==> src/verilog/rxes_pkg.sv <==
/*
 Constants of the receive error status bank: register indices, bit
 positions, reset values, bus answers and state codes.
 Assumes a 32-bit AXI4-Lite slave with word-aligned registers.
*/
package rxes_pkg;
   // ==========================================================
   // Bus geometry
   localparam int ADDR_W = 12;
   localparam int DATA_W = 32;
   localparam int STRB_W = 4;
   localparam int LANES = 4;
   localparam int FLAG_W = 12;

   // ==========================================================
   // Register map: printed word indices, byte address is 4x
   localparam logic [ADDR_W-1:0] IDX_FLAGS = 12'h0d0;
   localparam logic [ADDR_W-1:0] IDX_ENABLE = 12'h0d1;
   localparam logic [ADDR_W-1:0] ADDR_FLAGS = {IDX_FLAGS[9:0], 2'h0};
   localparam logic [ADDR_W-1:0] ADDR_ENABLE = {IDX_ENABLE[9:0], 2'h0};

   // ==========================================================
   // Flag positions
   localparam int BIT_DESKEW = 10;
   localparam int BIT_ECC_FATAL = 9;
   localparam int BIT_ECC_CORR = 8;
   localparam int BIT_ALIGN_LOST = 6;
   localparam int BIT_RETRY_FAIL = 5;
   localparam int BIT_PCS_ERR = 4;
   localparam int BIT_CHECKSUM = 3;
   localparam int BIT_FRAME_LOST = 2;
   localparam int BYTE1_LSB = 8;

   // Implemented flags; bits 11, 7 and 1:0 read as zero
   localparam logic [FLAG_W-1:0] FLAG_MASK = 12'h77c;
   localparam logic [FLAG_W-1:0] FLAGS_RESET = 12'h000;
   localparam logic [FLAG_W-1:0] ENABLE_RESET = 12'h000;

   // ==========================================================
   // Alignment retry limit
   localparam int RETRY_W = 4;
   localparam logic [RETRY_W-1:0] RETRY_ZERO = 4'h0;
   localparam logic [RETRY_W-1:0] RETRY_ONE = 4'h1;
   localparam logic [RETRY_W-1:0] ALIGN_RETRY_MAX = 4'h3;

   // ==========================================================
   // Bus answers and states
   localparam logic [1:0] RESP_OKAY = 2'h0;
   localparam logic [1:0] RESP_DECERR = 2'h3;
   localparam logic [DATA_W-1:0] DATA_ZERO = 32'h0000_0000;

   typedef enum logic [0:0] {
      RXES_WR_IDLE = 1'b0,
      RXES_WR_RESP = 1'b1
   } rxes_wr_e;

   typedef enum logic [0:0] {
      RXES_RD_IDLE = 1'b0,
      RXES_RD_DATA = 1'b1
   } rxes_rd_e;
endpackage

==> src/verilog/rxes_top.sv <==
/*
 Receive error status bank: sticky write-one-to-clear fault flags
 gathered over all lanes, an interrupt enable register, a level
 interrupt, and the self-recovery requests for alignment and frame lock.
 Assumes the lane condition inputs come from receive logic on aclk and
 are high for each cycle in which the condition is seen.
*/
// Chosen here: the AXI4-Lite slave port.
`timescale 1ns/1ns

// How it works
// Each flag ORs its condition over lanes
// Bit 10 set on skew beyond deskew
// Bit 9 set on uncorrectable ECC error
// Bit 8 set on corrected ECC error
// Bit 6 set on lost lane alignment
// Realign automatically; reset only if persisting
// Bit 5 set when alignment retries exceed limit
// Bit 4 set on sync, metaframe, CRC error
// Bit 3 set on any lane CRC failure
// Bit 2 set on loss of frame lock
// Frame lock reacquired without any reset
// Flags sticky until software writes one
// Interrupt only when flag and enable set
// Bit 7 reads zero; flags reset clear
module rxes_top (
   input wire logic aclk,
   input wire logic aresetn,
   input wire logic [rxes_pkg::ADDR_W-1:0] s_axi_awaddr,
   input wire logic [2:0] s_axi_awprot,
   input wire logic s_axi_awvalid,
   output logic s_axi_awready,
   input wire logic [rxes_pkg::DATA_W-1:0] s_axi_wdata,
   input wire logic [rxes_pkg::STRB_W-1:0] s_axi_wstrb,
   input wire logic s_axi_wvalid,
   output logic s_axi_wready,
   output logic [1:0] s_axi_bresp,
   output logic s_axi_bvalid,
   input wire logic s_axi_bready,
   input wire logic [rxes_pkg::ADDR_W-1:0] s_axi_araddr,
   input wire logic [2:0] s_axi_arprot,
   input wire logic s_axi_arvalid,
   output logic s_axi_arready,
   output logic [rxes_pkg::DATA_W-1:0] s_axi_rdata,
   output logic [1:0] s_axi_rresp,
   output logic s_axi_rvalid,
   input wire logic s_axi_rready,
   input wire logic [rxes_pkg::LANES-1:0] lane_deskew_fail,
   input wire logic [rxes_pkg::LANES-1:0] lane_ecc_uncorrected,
   input wire logic [rxes_pkg::LANES-1:0] lane_ecc_corrected,
   input wire logic [rxes_pkg::LANES-1:0] lane_align_lost,
   input wire logic [rxes_pkg::LANES-1:0] lane_sync_err,
   input wire logic [rxes_pkg::LANES-1:0] lane_metaframe_err,
   input wire logic [rxes_pkg::LANES-1:0] lane_checksum_mismatch,
   input wire logic [rxes_pkg::LANES-1:0] lane_frame_lock_lost,
   input wire logic lanes_aligned,
   input wire logic frame_locked,
   output logic realign_req,
   output logic core_reset_req,
   output logic frame_relock_req,
   output logic irq
);

   // ==========================================================
   // Consolidation over lanes
   logic [rxes_pkg::FLAG_W-1:0] set_vec;
   logic any_align_lost;
   logic retry_exceeded;

   assign any_align_lost = |lane_align_lost;

   always_comb begin
      set_vec = rxes_pkg::FLAGS_RESET;
      set_vec[rxes_pkg::BIT_DESKEW] = |lane_deskew_fail;
      set_vec[rxes_pkg::BIT_ECC_FATAL] = |lane_ecc_uncorrected;
      set_vec[rxes_pkg::BIT_ECC_CORR] = |lane_ecc_corrected;
      set_vec[rxes_pkg::BIT_ALIGN_LOST] = any_align_lost;
      set_vec[rxes_pkg::BIT_RETRY_FAIL] = retry_exceeded;
      set_vec[rxes_pkg::BIT_PCS_ERR] = |lane_sync_err |
         |lane_metaframe_err | |lane_checksum_mismatch;
      set_vec[rxes_pkg::BIT_CHECKSUM] = |lane_checksum_mismatch;
      set_vec[rxes_pkg::BIT_FRAME_LOST] = |lane_frame_lock_lost;
   end

   // ==========================================================
   // Recovery: alignment retries and frame relock
   logic [rxes_pkg::RETRY_W-1:0] retry_q;
   logic [rxes_pkg::RETRY_W-1:0] retry_d;
   logic realign_q;
   logic realign_d;
   logic core_reset_q;
   logic core_reset_d;
   logic relock_q;
   logic relock_d;

   // A loss past the limit means the misalignment is persisting
   assign retry_exceeded = any_align_lost &&
      (retry_q == rxes_pkg::ALIGN_RETRY_MAX);

   always_comb begin
      retry_d = retry_q;
      core_reset_d = core_reset_q;
      // Each loss asks the MAC to realign on its own
      realign_d = any_align_lost;
      if (any_align_lost) begin
         if (retry_q != rxes_pkg::ALIGN_RETRY_MAX) begin
            retry_d = retry_q + rxes_pkg::RETRY_ONE;
         end
      end else if (lanes_aligned) begin
         retry_d = rxes_pkg::RETRY_ZERO;
      end
      // Full reset only requested once retries are used up
      if (retry_exceeded) begin
         core_reset_d = 1'b1;
      end else if (lanes_aligned && !any_align_lost) begin
         core_reset_d = 1'b0;
      end
      // Relock request holds until lock returns; no reset involved
      if (|lane_frame_lock_lost) begin
         relock_d = 1'b1;
      end else if (frame_locked) begin
         relock_d = 1'b0;
      end else begin
         relock_d = relock_q;
      end
   end

   always_ff @(posedge aclk) begin
      if (!aresetn) begin
         retry_q <= rxes_pkg::RETRY_ZERO;
         realign_q <= 1'b0;
         core_reset_q <= 1'b0;
         relock_q <= 1'b0;
      end else begin
         retry_q <= retry_d;
         realign_q <= realign_d;
         core_reset_q <= core_reset_d;
         relock_q <= relock_d;
      end
   end

   assign realign_req = realign_q;
   assign core_reset_req = core_reset_q;
   assign frame_relock_req = relock_q;

   // ==========================================================
   // Write channel
   rxes_pkg::rxes_wr_e wr_state_q;
   rxes_pkg::rxes_wr_e wr_state_d;
   logic aw_held_q;
   logic aw_held_d;
   logic w_held_q;
   logic w_held_d;
   logic [rxes_pkg::ADDR_W-1:0] aw_addr_q;
   logic [rxes_pkg::ADDR_W-1:0] aw_addr_d;
   logic [rxes_pkg::DATA_W-1:0] w_data_q;
   logic [rxes_pkg::DATA_W-1:0] w_data_d;
   logic [rxes_pkg::STRB_W-1:0] w_strb_q;
   logic [rxes_pkg::STRB_W-1:0] w_strb_d;
   logic [1:0] bresp_q;
   logic [1:0] bresp_d;
   logic wr_fire;
   logic [rxes_pkg::FLAG_W-1:0] lane_mask;
   logic [rxes_pkg::FLAG_W-1:0] wr_bits;

   assign s_axi_awready = (wr_state_q == rxes_pkg::RXES_WR_IDLE) &&
      !aw_held_q;
   assign s_axi_wready = (wr_state_q == rxes_pkg::RXES_WR_IDLE) &&
      !w_held_q;
   assign s_axi_bvalid = (wr_state_q == rxes_pkg::RXES_WR_RESP);
   assign s_axi_bresp = bresp_q;
   assign wr_fire = (wr_state_q == rxes_pkg::RXES_WR_IDLE) &&
      aw_held_q && w_held_q;

   // Only byte lanes 0 and 1 carry register bits
   assign lane_mask = {{(rxes_pkg::FLAG_W - rxes_pkg::BYTE1_LSB)
      {w_strb_q[1]}}, {rxes_pkg::BYTE1_LSB{w_strb_q[0]}}};
   assign wr_bits = w_data_q[rxes_pkg::FLAG_W-1:0] & lane_mask &
      rxes_pkg::FLAG_MASK;

   always_comb begin
      wr_state_d = wr_state_q;
      aw_held_d = aw_held_q;
      w_held_d = w_held_q;
      aw_addr_d = aw_addr_q;
      w_data_d = w_data_q;
      w_strb_d = w_strb_q;
      bresp_d = bresp_q;
      case (wr_state_q)
         rxes_pkg::RXES_WR_IDLE: begin
            if (s_axi_awvalid && s_axi_awready) begin
               aw_held_d = 1'b1;
               aw_addr_d = s_axi_awaddr;
            end
            if (s_axi_wvalid && s_axi_wready) begin
               w_held_d = 1'b1;
               w_data_d = s_axi_wdata;
               w_strb_d = s_axi_wstrb;
            end
            if (wr_fire) begin
               aw_held_d = 1'b0;
               w_held_d = 1'b0;
               wr_state_d = rxes_pkg::RXES_WR_RESP;
               if (aw_addr_q == rxes_pkg::ADDR_FLAGS ||
                   aw_addr_q == rxes_pkg::ADDR_ENABLE) begin
                  bresp_d = rxes_pkg::RESP_OKAY;
               end else begin
                  bresp_d = rxes_pkg::RESP_DECERR;
               end
            end
         end
         rxes_pkg::RXES_WR_RESP: begin
            if (s_axi_bready) begin
               wr_state_d = rxes_pkg::RXES_WR_IDLE;
            end
         end
         default: begin
            wr_state_d = rxes_pkg::RXES_WR_IDLE;
         end
      endcase
   end

   always_ff @(posedge aclk) begin
      if (!aresetn) begin
         wr_state_q <= rxes_pkg::RXES_WR_IDLE;
         aw_held_q <= 1'b0;
         w_held_q <= 1'b0;
         aw_addr_q <= '0;
         w_data_q <= rxes_pkg::DATA_ZERO;
         w_strb_q <= '0;
         bresp_q <= rxes_pkg::RESP_OKAY;
      end else begin
         wr_state_q <= wr_state_d;
         aw_held_q <= aw_held_d;
         w_held_q <= w_held_d;
         aw_addr_q <= aw_addr_d;
         w_data_q <= w_data_d;
         w_strb_q <= w_strb_d;
         bresp_q <= bresp_d;
      end
   end

   // ==========================================================
   // Flags, enables and interrupt
   logic [rxes_pkg::FLAG_W-1:0] flags_q;
   logic [rxes_pkg::FLAG_W-1:0] flags_d;
   logic [rxes_pkg::FLAG_W-1:0] enable_q;
   logic [rxes_pkg::FLAG_W-1:0] enable_d;
   logic [rxes_pkg::FLAG_W-1:0] clr_vec;
   logic irq_q;
   logic irq_d;

   always_comb begin
      clr_vec = rxes_pkg::FLAGS_RESET;
      enable_d = enable_q;
      if (wr_fire && aw_addr_q == rxes_pkg::ADDR_FLAGS) begin
         clr_vec = wr_bits;
      end
      if (wr_fire && aw_addr_q == rxes_pkg::ADDR_ENABLE) begin
         enable_d = (enable_q & ~(lane_mask & rxes_pkg::FLAG_MASK)) |
            wr_bits;
      end
      // A new event in the clearing cycle survives the clear
      flags_d = ((flags_q & ~clr_vec) | set_vec) &
         rxes_pkg::FLAG_MASK;
      irq_d = |(flags_d & enable_d);
   end

   always_ff @(posedge aclk) begin
      if (!aresetn) begin
         flags_q <= rxes_pkg::FLAGS_RESET;
         enable_q <= rxes_pkg::ENABLE_RESET;
         irq_q <= 1'b0;
      end else begin
         flags_q <= flags_d;
         enable_q <= enable_d;
         irq_q <= irq_d;
      end
   end

   assign irq = irq_q;

   // ==========================================================
   // Read channel
   rxes_pkg::rxes_rd_e rd_state_q;
   rxes_pkg::rxes_rd_e rd_state_d;
   logic [rxes_pkg::DATA_W-1:0] rdata_q;
   logic [rxes_pkg::DATA_W-1:0] rdata_d;
   logic [1:0] rresp_q;
   logic [1:0] rresp_d;

   assign s_axi_arready = (rd_state_q == rxes_pkg::RXES_RD_IDLE);
   assign s_axi_rvalid = (rd_state_q == rxes_pkg::RXES_RD_DATA);
   assign s_axi_rdata = rdata_q;
   assign s_axi_rresp = rresp_q;

   always_comb begin
      rd_state_d = rd_state_q;
      rdata_d = rdata_q;
      rresp_d = rresp_q;
      case (rd_state_q)
         rxes_pkg::RXES_RD_IDLE: begin
            if (s_axi_arvalid) begin
               rd_state_d = rxes_pkg::RXES_RD_DATA;
               rdata_d = rxes_pkg::DATA_ZERO;
               rresp_d = rxes_pkg::RESP_OKAY;
               if (s_axi_araddr == rxes_pkg::ADDR_FLAGS) begin
                  rdata_d[rxes_pkg::FLAG_W-1:0] = flags_q;
               end else if (s_axi_araddr == rxes_pkg::ADDR_ENABLE) begin
                  rdata_d[rxes_pkg::FLAG_W-1:0] = enable_q;
               end else begin
                  rresp_d = rxes_pkg::RESP_DECERR;
               end
            end
         end
         rxes_pkg::RXES_RD_DATA: begin
            if (s_axi_rready) begin
               rd_state_d = rxes_pkg::RXES_RD_IDLE;
            end
         end
         default: begin
            rd_state_d = rxes_pkg::RXES_RD_IDLE;
         end
      endcase
   end

   always_ff @(posedge aclk) begin
      if (!aresetn) begin
         rd_state_q <= rxes_pkg::RXES_RD_IDLE;
         rdata_q <= rxes_pkg::DATA_ZERO;
         rresp_q <= rxes_pkg::RESP_OKAY;
      end else begin
         rd_state_q <= rd_state_d;
         rdata_q <= rdata_d;
         rresp_q <= rresp_d;
      end
   end

endmodule

==> config.mk <==
export PLATFORM = sky130hd
export DESIGN_NAME = rxes_top
export DESIGN_NICKNAME = d
export VERILOG_FILES = /design/src/verilog/rxes_pkg.sv /design/src/verilog/rxes_top.sv
export SDC_FILE = /design/constraint.sdc
export NUM_CORES = 1
export LEC_CHECK = 0
export BUFFER_PORTS_ARGS = -buffer_cell sky130_fd_sc_hd__buf_2
export CORE_ASPECT_RATIO = 2
export CORE_MARGIN = 5
export CORE_UTILIZATION = 48
export DETAILED_ROUTE_END_ITERATION = 12
export PLACE_DENSITY = 0.85
export SYNTH_ARGS = -nofsm -noshare
export SYNTH_HDL_FRONTEND = slang
export SYNTH_SLANG_ARGS = --single-unit
==> constraint.sdc <==
create_clock -name aclk -period 3.6 [get_ports aclk]
set_input_delay 1.08 -clock aclk [delete_from_list [all_inputs] [get_ports aclk]]
set_output_delay 1.08 -clock aclk [all_outputs]
set_load 0.02 [all_outputs]
### After elaboration in Yosys (flattened, before gate mapping)

Index checks and enable logic that the tools add are counted.

* memory bits (writable): 0
* memory bits (read-only): 0
* register bits: 73
* memories kept: 0
* bits in latches: 0
* bits of input ports: 107

* $lt $le $gt $ge: 0
* multipliers: 0
* reduce and logical (&&, ||, !) cells: 35
* bitwise gates (word level): 12
* $add $sub $neg: 1
* muxes and demuxes: 24
* div/mod/pow operators: 0
* equal/unequal tests: 7
* shifts and indexed selects: 0

Operator list (number)
* equality test 12 x 10 -> 1 bit (second input constant): 4
* two-way mux 12 bit: 3
* OR reduction 4 bit: 8
* bitwise AND 11 bit: 2
* AND reduction 2 bit: 7
* bitwise AND 11 x 12 -> 12 bit: 1
* bitwise AND 12 bit: 1
* two-way mux 1 bit: 12
* two-way mux 4 bit: 3
* inverter 11 -> 12 bit: 1
* bitwise OR 12 x 11 -> 12 bit: 1
* OR reduction 12 bit: 1
* two-way mux 11 bit: 1
* inverter 11 bit: 1
* bitwise OR 11 bit: 1
* logical AND 1 bit: 10
* nonzero test 2 bit: 5
* two-way mux 2 bit: 3
* adder 4 x 1 -> 4 bit (second input constant): 1
* equality test 4 x 2 -> 1 bit (second input constant): 1
* != test 4 x 2 -> 1 bit (second input constant): 1
* one-hot mux 1 bit (2 select lines): 2
* zero test 1 bit: 3
* != test 2 x 1 -> 1 bit (second input constant): 1
* other kinds (3): 5

### Depth between registers and ports, before layout

* depth in word-level cells: 10
* mapped depth: 7
* depth with buffers taken out: 7

### Least setup slack after synthesis

Ideal clock, no wire load.

* path type: input to register
* start point: in lane_align_lost[1] (netlist name)
* end point: reg irq_q, in the netlist irq
* path slack: 1.163 ns
* setup time: 0.143 ns
* arrival: 2.294 ns
* stages: 5
* path through: nor4_1 -> nand3_1 -> a21oi_1 -> o311a_1 -> a41oi_1

* word-level cells in the longest chain between the ends: 5

Ends and longest elaborated chain
* start: declaration: line rxes_top.sv:51 `input wire logic [rxes_pkg::LANES-1:0] lane_align_lost,`
* OR reduction 4 bit (*): line rxes_top.sv:70 `assign any_align_lost = |lane_align_lost;`
* logical AND 1 bit: line rxes_top.sv:97 `assign retry_exceeded = any_align_lost &&`
* bitwise OR 11 bit (*): line rxes_top.sv:264 `flags_d = ((flags_q & ~clr_vec) | set_vec) &`
* bitwise AND 11 x 12 -> 12 bit (*): line rxes_top.sv:266 `irq_d = |(flags_d & enable_d);`
* OR reduction 12 bit (*): line rxes_top.sv:266
* end signal: assignment: line rxes_top.sv:277 `irq_q <= irq_d;`
* end: declaration: line rxes_top.sv:250 `logic irq_q;`

Every way passes the cells marked *; elsewhere a longest branch is shown, timed or not.
A chain may end at the register's enable or synchronous reset.

### Final worst setup path

* start point: reg aw_addr_q[0] (netlist name)
* end point: reg irq_q, in the netlist irq

* word-level cells in the longest chain between the ends: 8
* elaborated cells between the ends (all ways): 11
* classes of those cells: eq/ne: 2; mux: 2; bitwise: 4; reduce/logical: 3

Ends and longest elaborated chain
* start: declaration: line rxes_top.sv:154 `logic [rxes_pkg::ADDR_W-1:0] aw_addr_q;`
* start signal: assignment: line rxes_top.sv:236 `aw_addr_q <= aw_addr_d;`
* equality test 12 x 10 -> 1 bit: line rxes_top.sv:256 `if (wr_fire && aw_addr_q == rxes_pkg::ADDR_FLAGS) begin`
* logical AND 1 bit: line rxes_top.sv:256
* two-way mux 11 bit: line rxes_top.sv:256
* inverter 11 bit: line rxes_top.sv:264
* bitwise AND 11 bit: line rxes_top.sv:264
* bitwise OR 11 bit: line rxes_top.sv:264
* bitwise AND 11 x 12 -> 12 bit (*): line rxes_top.sv:266
* OR reduction 12 bit (*): line rxes_top.sv:266

Marked as above.

==> out/qor.yml <==
power_and_ir_drop:
  p_per_area_mw_per_mm2: 497
  p_total_mw: 1.76
  peakVddDrop_v: 0.000378
  p_leak_nw: 1.56
global_routing:
  grtUsageTotal: 0.182
  grt_overflow: 0
  grt_pass1_wl_um: 11100
  antenna_found_initial: 0
  grt_pass1_vias: 2606
  grt_max_degree: 47
floorplan:
  ios: 152
  fp.coreArea_mm2: 0.00576
  dieArea_mm2: 0.00766
  die_x_um: 64.4
  num_rows: 39
  die_y_um: 119
  start_util: 0.494
outcome:
  outcome: "completed"
clock_network:
  clkSlewWorstSetupHoldPaths_ns: 0.05
  post_cts.repair.setup_buffers: 0
  cts_made_buffers: 9
  clkLatencyLatePin_ns: 0.32
  cts_tree: "done"
  clock-sinks: 60
  cts-root-buf: "clkbuf_16"
  cts_max_level: 3
  cts_resized: 0
  hold_buffers: 0
  clock_path_buffers: 2
timing:
  setup_viol_count_final: 0
  setup_ws_ns: 1.09
  finalHoldViolations: 0
  fin_worst_skew_ns: 0.00713
  final_max_slew_viol_count: 0
  worstMarginPinSlew_ns: 0.788
  max-slew-margin-rel: 0.474
  fmax_ghz: 0.398
  rsz0062_at_grt: "no"
  min_period_ns: 2.51
  setup_tns_ns: 0
  finalCritPeriodShare: 0.697
route:
  drc: 0
  num_vias: 2740
  drt_iter0_markers: 93
  drt_first_pass_iters: 4
  wl_per_cell_um: 13.6
  viasPerCell: 5.38
  wl_um: 6940
  postRouteAntennaNets: 0
setup_path:
  r2r_setup_slack_ns: 1.09
  path_class: "flip-flop to flip-flop"
  crit_chain: "or4_4, nor3_1, nand4_1, mux2_1, a222oi_1, a41oi_1"
  cp_data_arrival_time_ns: 2.67
  critPathMaxFanout: 4
  critPathRequiredTime_ns: 3.76
  critPathCaptureType: "flip-flop"
  max_stage_delay_ns: 0.58
  path_buf_inv: 0
  cp-start-kind: "flip-flop"
  cp_slowest_cell: "or4_4"
  cp_top_family: "simple AND/OR/NAND/NOR gates"
place:
  post-dp-hpwl_um: 5340
  dpl_worst_slack_ns: 0.910
  routabilityCongestion: 0.815
  port_buffers: 95
synthesis:
  synth_area_leader_cell: "dfxtp_1"
  async_reset_ff_frac: 0
  yosys-top-cells-area: "dfxtp_1, nand2_1, a21oi_1"
  avgSynthCellArea_um2: 8.08
  yosys_warnings: 0
  yosysTopAreaCellShare: 0.422
  syn_inst: 352
  netlist_area_mm2: 0.00284
  ys_ff_latch: 60
  ys_seq_area_frac: 0.422
  synth-edff-count: 0
  synth_ff_type: "dfxtp_1"
  synthDistinctLibCells: 47
layout:
  nFillCells: 516
  multiInputGateArea_mm2: 0.00145
  syn2layout_area_growth_pct: 24.8
  fin_nets: 551
  drive_above_1_share: 0.270
  area.sequential_mm2: 0.00120
  diodes: 0
min_path:
  hp-class: "flip-flop to flip-flop"
flow_run:
  maxCapViolCount: 0
Yosys cell counts, types with 3 or more instances:
library cell	instances
o221ai_1	3
buf_1	3
a31oi_1	3
inv_1	9
nand3_1	10
mux2_1	3
nor3_1	4
nand2_1	78
and2_1	14
buf_4	26
nor2_1	15
nor4_1	8
mux2i_1	8
nand2b_1	3
dfxtp_1	60
clkbuf_1	10
a21oi_1	47
o21ai_0	13
power breakdown:
group | switching (mW) | total, mW | internal [mW] | leakage, nW
Clock | 0.291 | 0.843 | 0.552 | 0.144
Sequential | 0.0300 | 0.728 | 0.698 | 0.492
Combinational | 0.119 | 0.193 | 0.0748 | 0.920
Total | 0.440 | 1.76 | 1.32 | 1.56
metal layers:
| metal | vias up | GRT usage | routed length (um) |
|---|---|---|---|
| met4 | 0 | 0.111 | 252 |
| met3 | 22 | 0.0556 | 585 |
| met1 | 1228 | 0.173 | 2400 |
| met5 | - | 0 | 0 |
| li1 | 1357 | - | - |
| met2 | 133 | 0.331 | 3700 |
sequential cells by signal (all words and copies together), names as in the netlist, 2 cells and up:
register	flops
aw_addr_q	12
enable_q	8
flags_q	8
s_axi_rdata	8
w_data_q	8
retry_q	4
w_strb_q	2
kinds of logic (layout without fill, tap and decap cells):
family                   count (synthesis)  in the layout  synth area share
AO/OA/AOI/OAI                           81             81             0.169
flip-flops                              60             60             0.422
other                                    1             24           0.00132
adder cells (fa/ha/maj)                  1              1           0.00440
AND/OR/NAND/NOR                        149            149             0.264
buffers and inverters                   49            122            0.0990
multiplexers                            11             11            0.0400
path summary, 6_finish.rpt:
check                             startpoint           end  cells after the start
worst max-delay path            aw_addr_q[0]           irq                      6
worst max register to register  aw_addr_q[0]           irq                      6
worst min register to register  aw_addr_q[6]  aw_addr_q[6]                      2
worst min-delay path            aw_addr_q[6]  aw_addr_q[6]                      2
per-stage QoR:
step	utilization	hold WS (ns)	instances	area, um2
2_1_floorplan	-	0.432	375	2930
3_3_place_gp	0.564	0.440	493	3250
3_5_place_dp	0.564	0.448	493	3250
4_1_cts	0.616	0.456	509	3550
5_1_grt	0.616	0.479	509	3550
6_report	0.616	0.453	509	3550
worst register-to-register path: stages (launching register included):
cell and delay [ns]:
dfxtp_1 0.31, or4_4 0.58, nor3_1 0.27, nand4_1 0.25, mux2_1 0.42, a222oi_1 0.34
a41oi_1 0.17
cells in the final DEF (no fill, tap or decap), types with 3 or more instances in the layout:
| cell | synthesis | routed |
|---|---|---|
| a21oi_1 | 47 | 47 |
| mux2_1 | 3 | 3 |
| nand3_1 | 10 | 10 |
| dfxtp_1 | 60 | 60 |
| and2_1 | 14 | 14 |
| conb_1 | 1 | 24 |
| o21ai_0 | 13 | 13 |
| nor2_1 | 15 | 15 |
| inv_1 | 9 | 9 |
| nand2_1 | 78 | 78 |
| o221ai_1 | 3 | 3 |
| a31oi_1 | 3 | 3 |
| clkbuf_16 | 0 | 9 |
| nor3_1 | 4 | 4 |
| mux2i_1 | 8 | 8 |
| nor4_1 | 8 | 8 |
| nand2b_1 | 3 | 3 |
| buf_2 | 0 | 95 |
cell type report:
type,instances,area share
clock buffers,10,0.0673
clock inverters,6,0.0180
inverters,10,0.0106
multi-input cells,266,0.408
flip-flops and latches,60,0.339
well taps,61,0.0215
repair buffers,96,0.136
No activity file was read; power rests on OpenSTA's default activity.
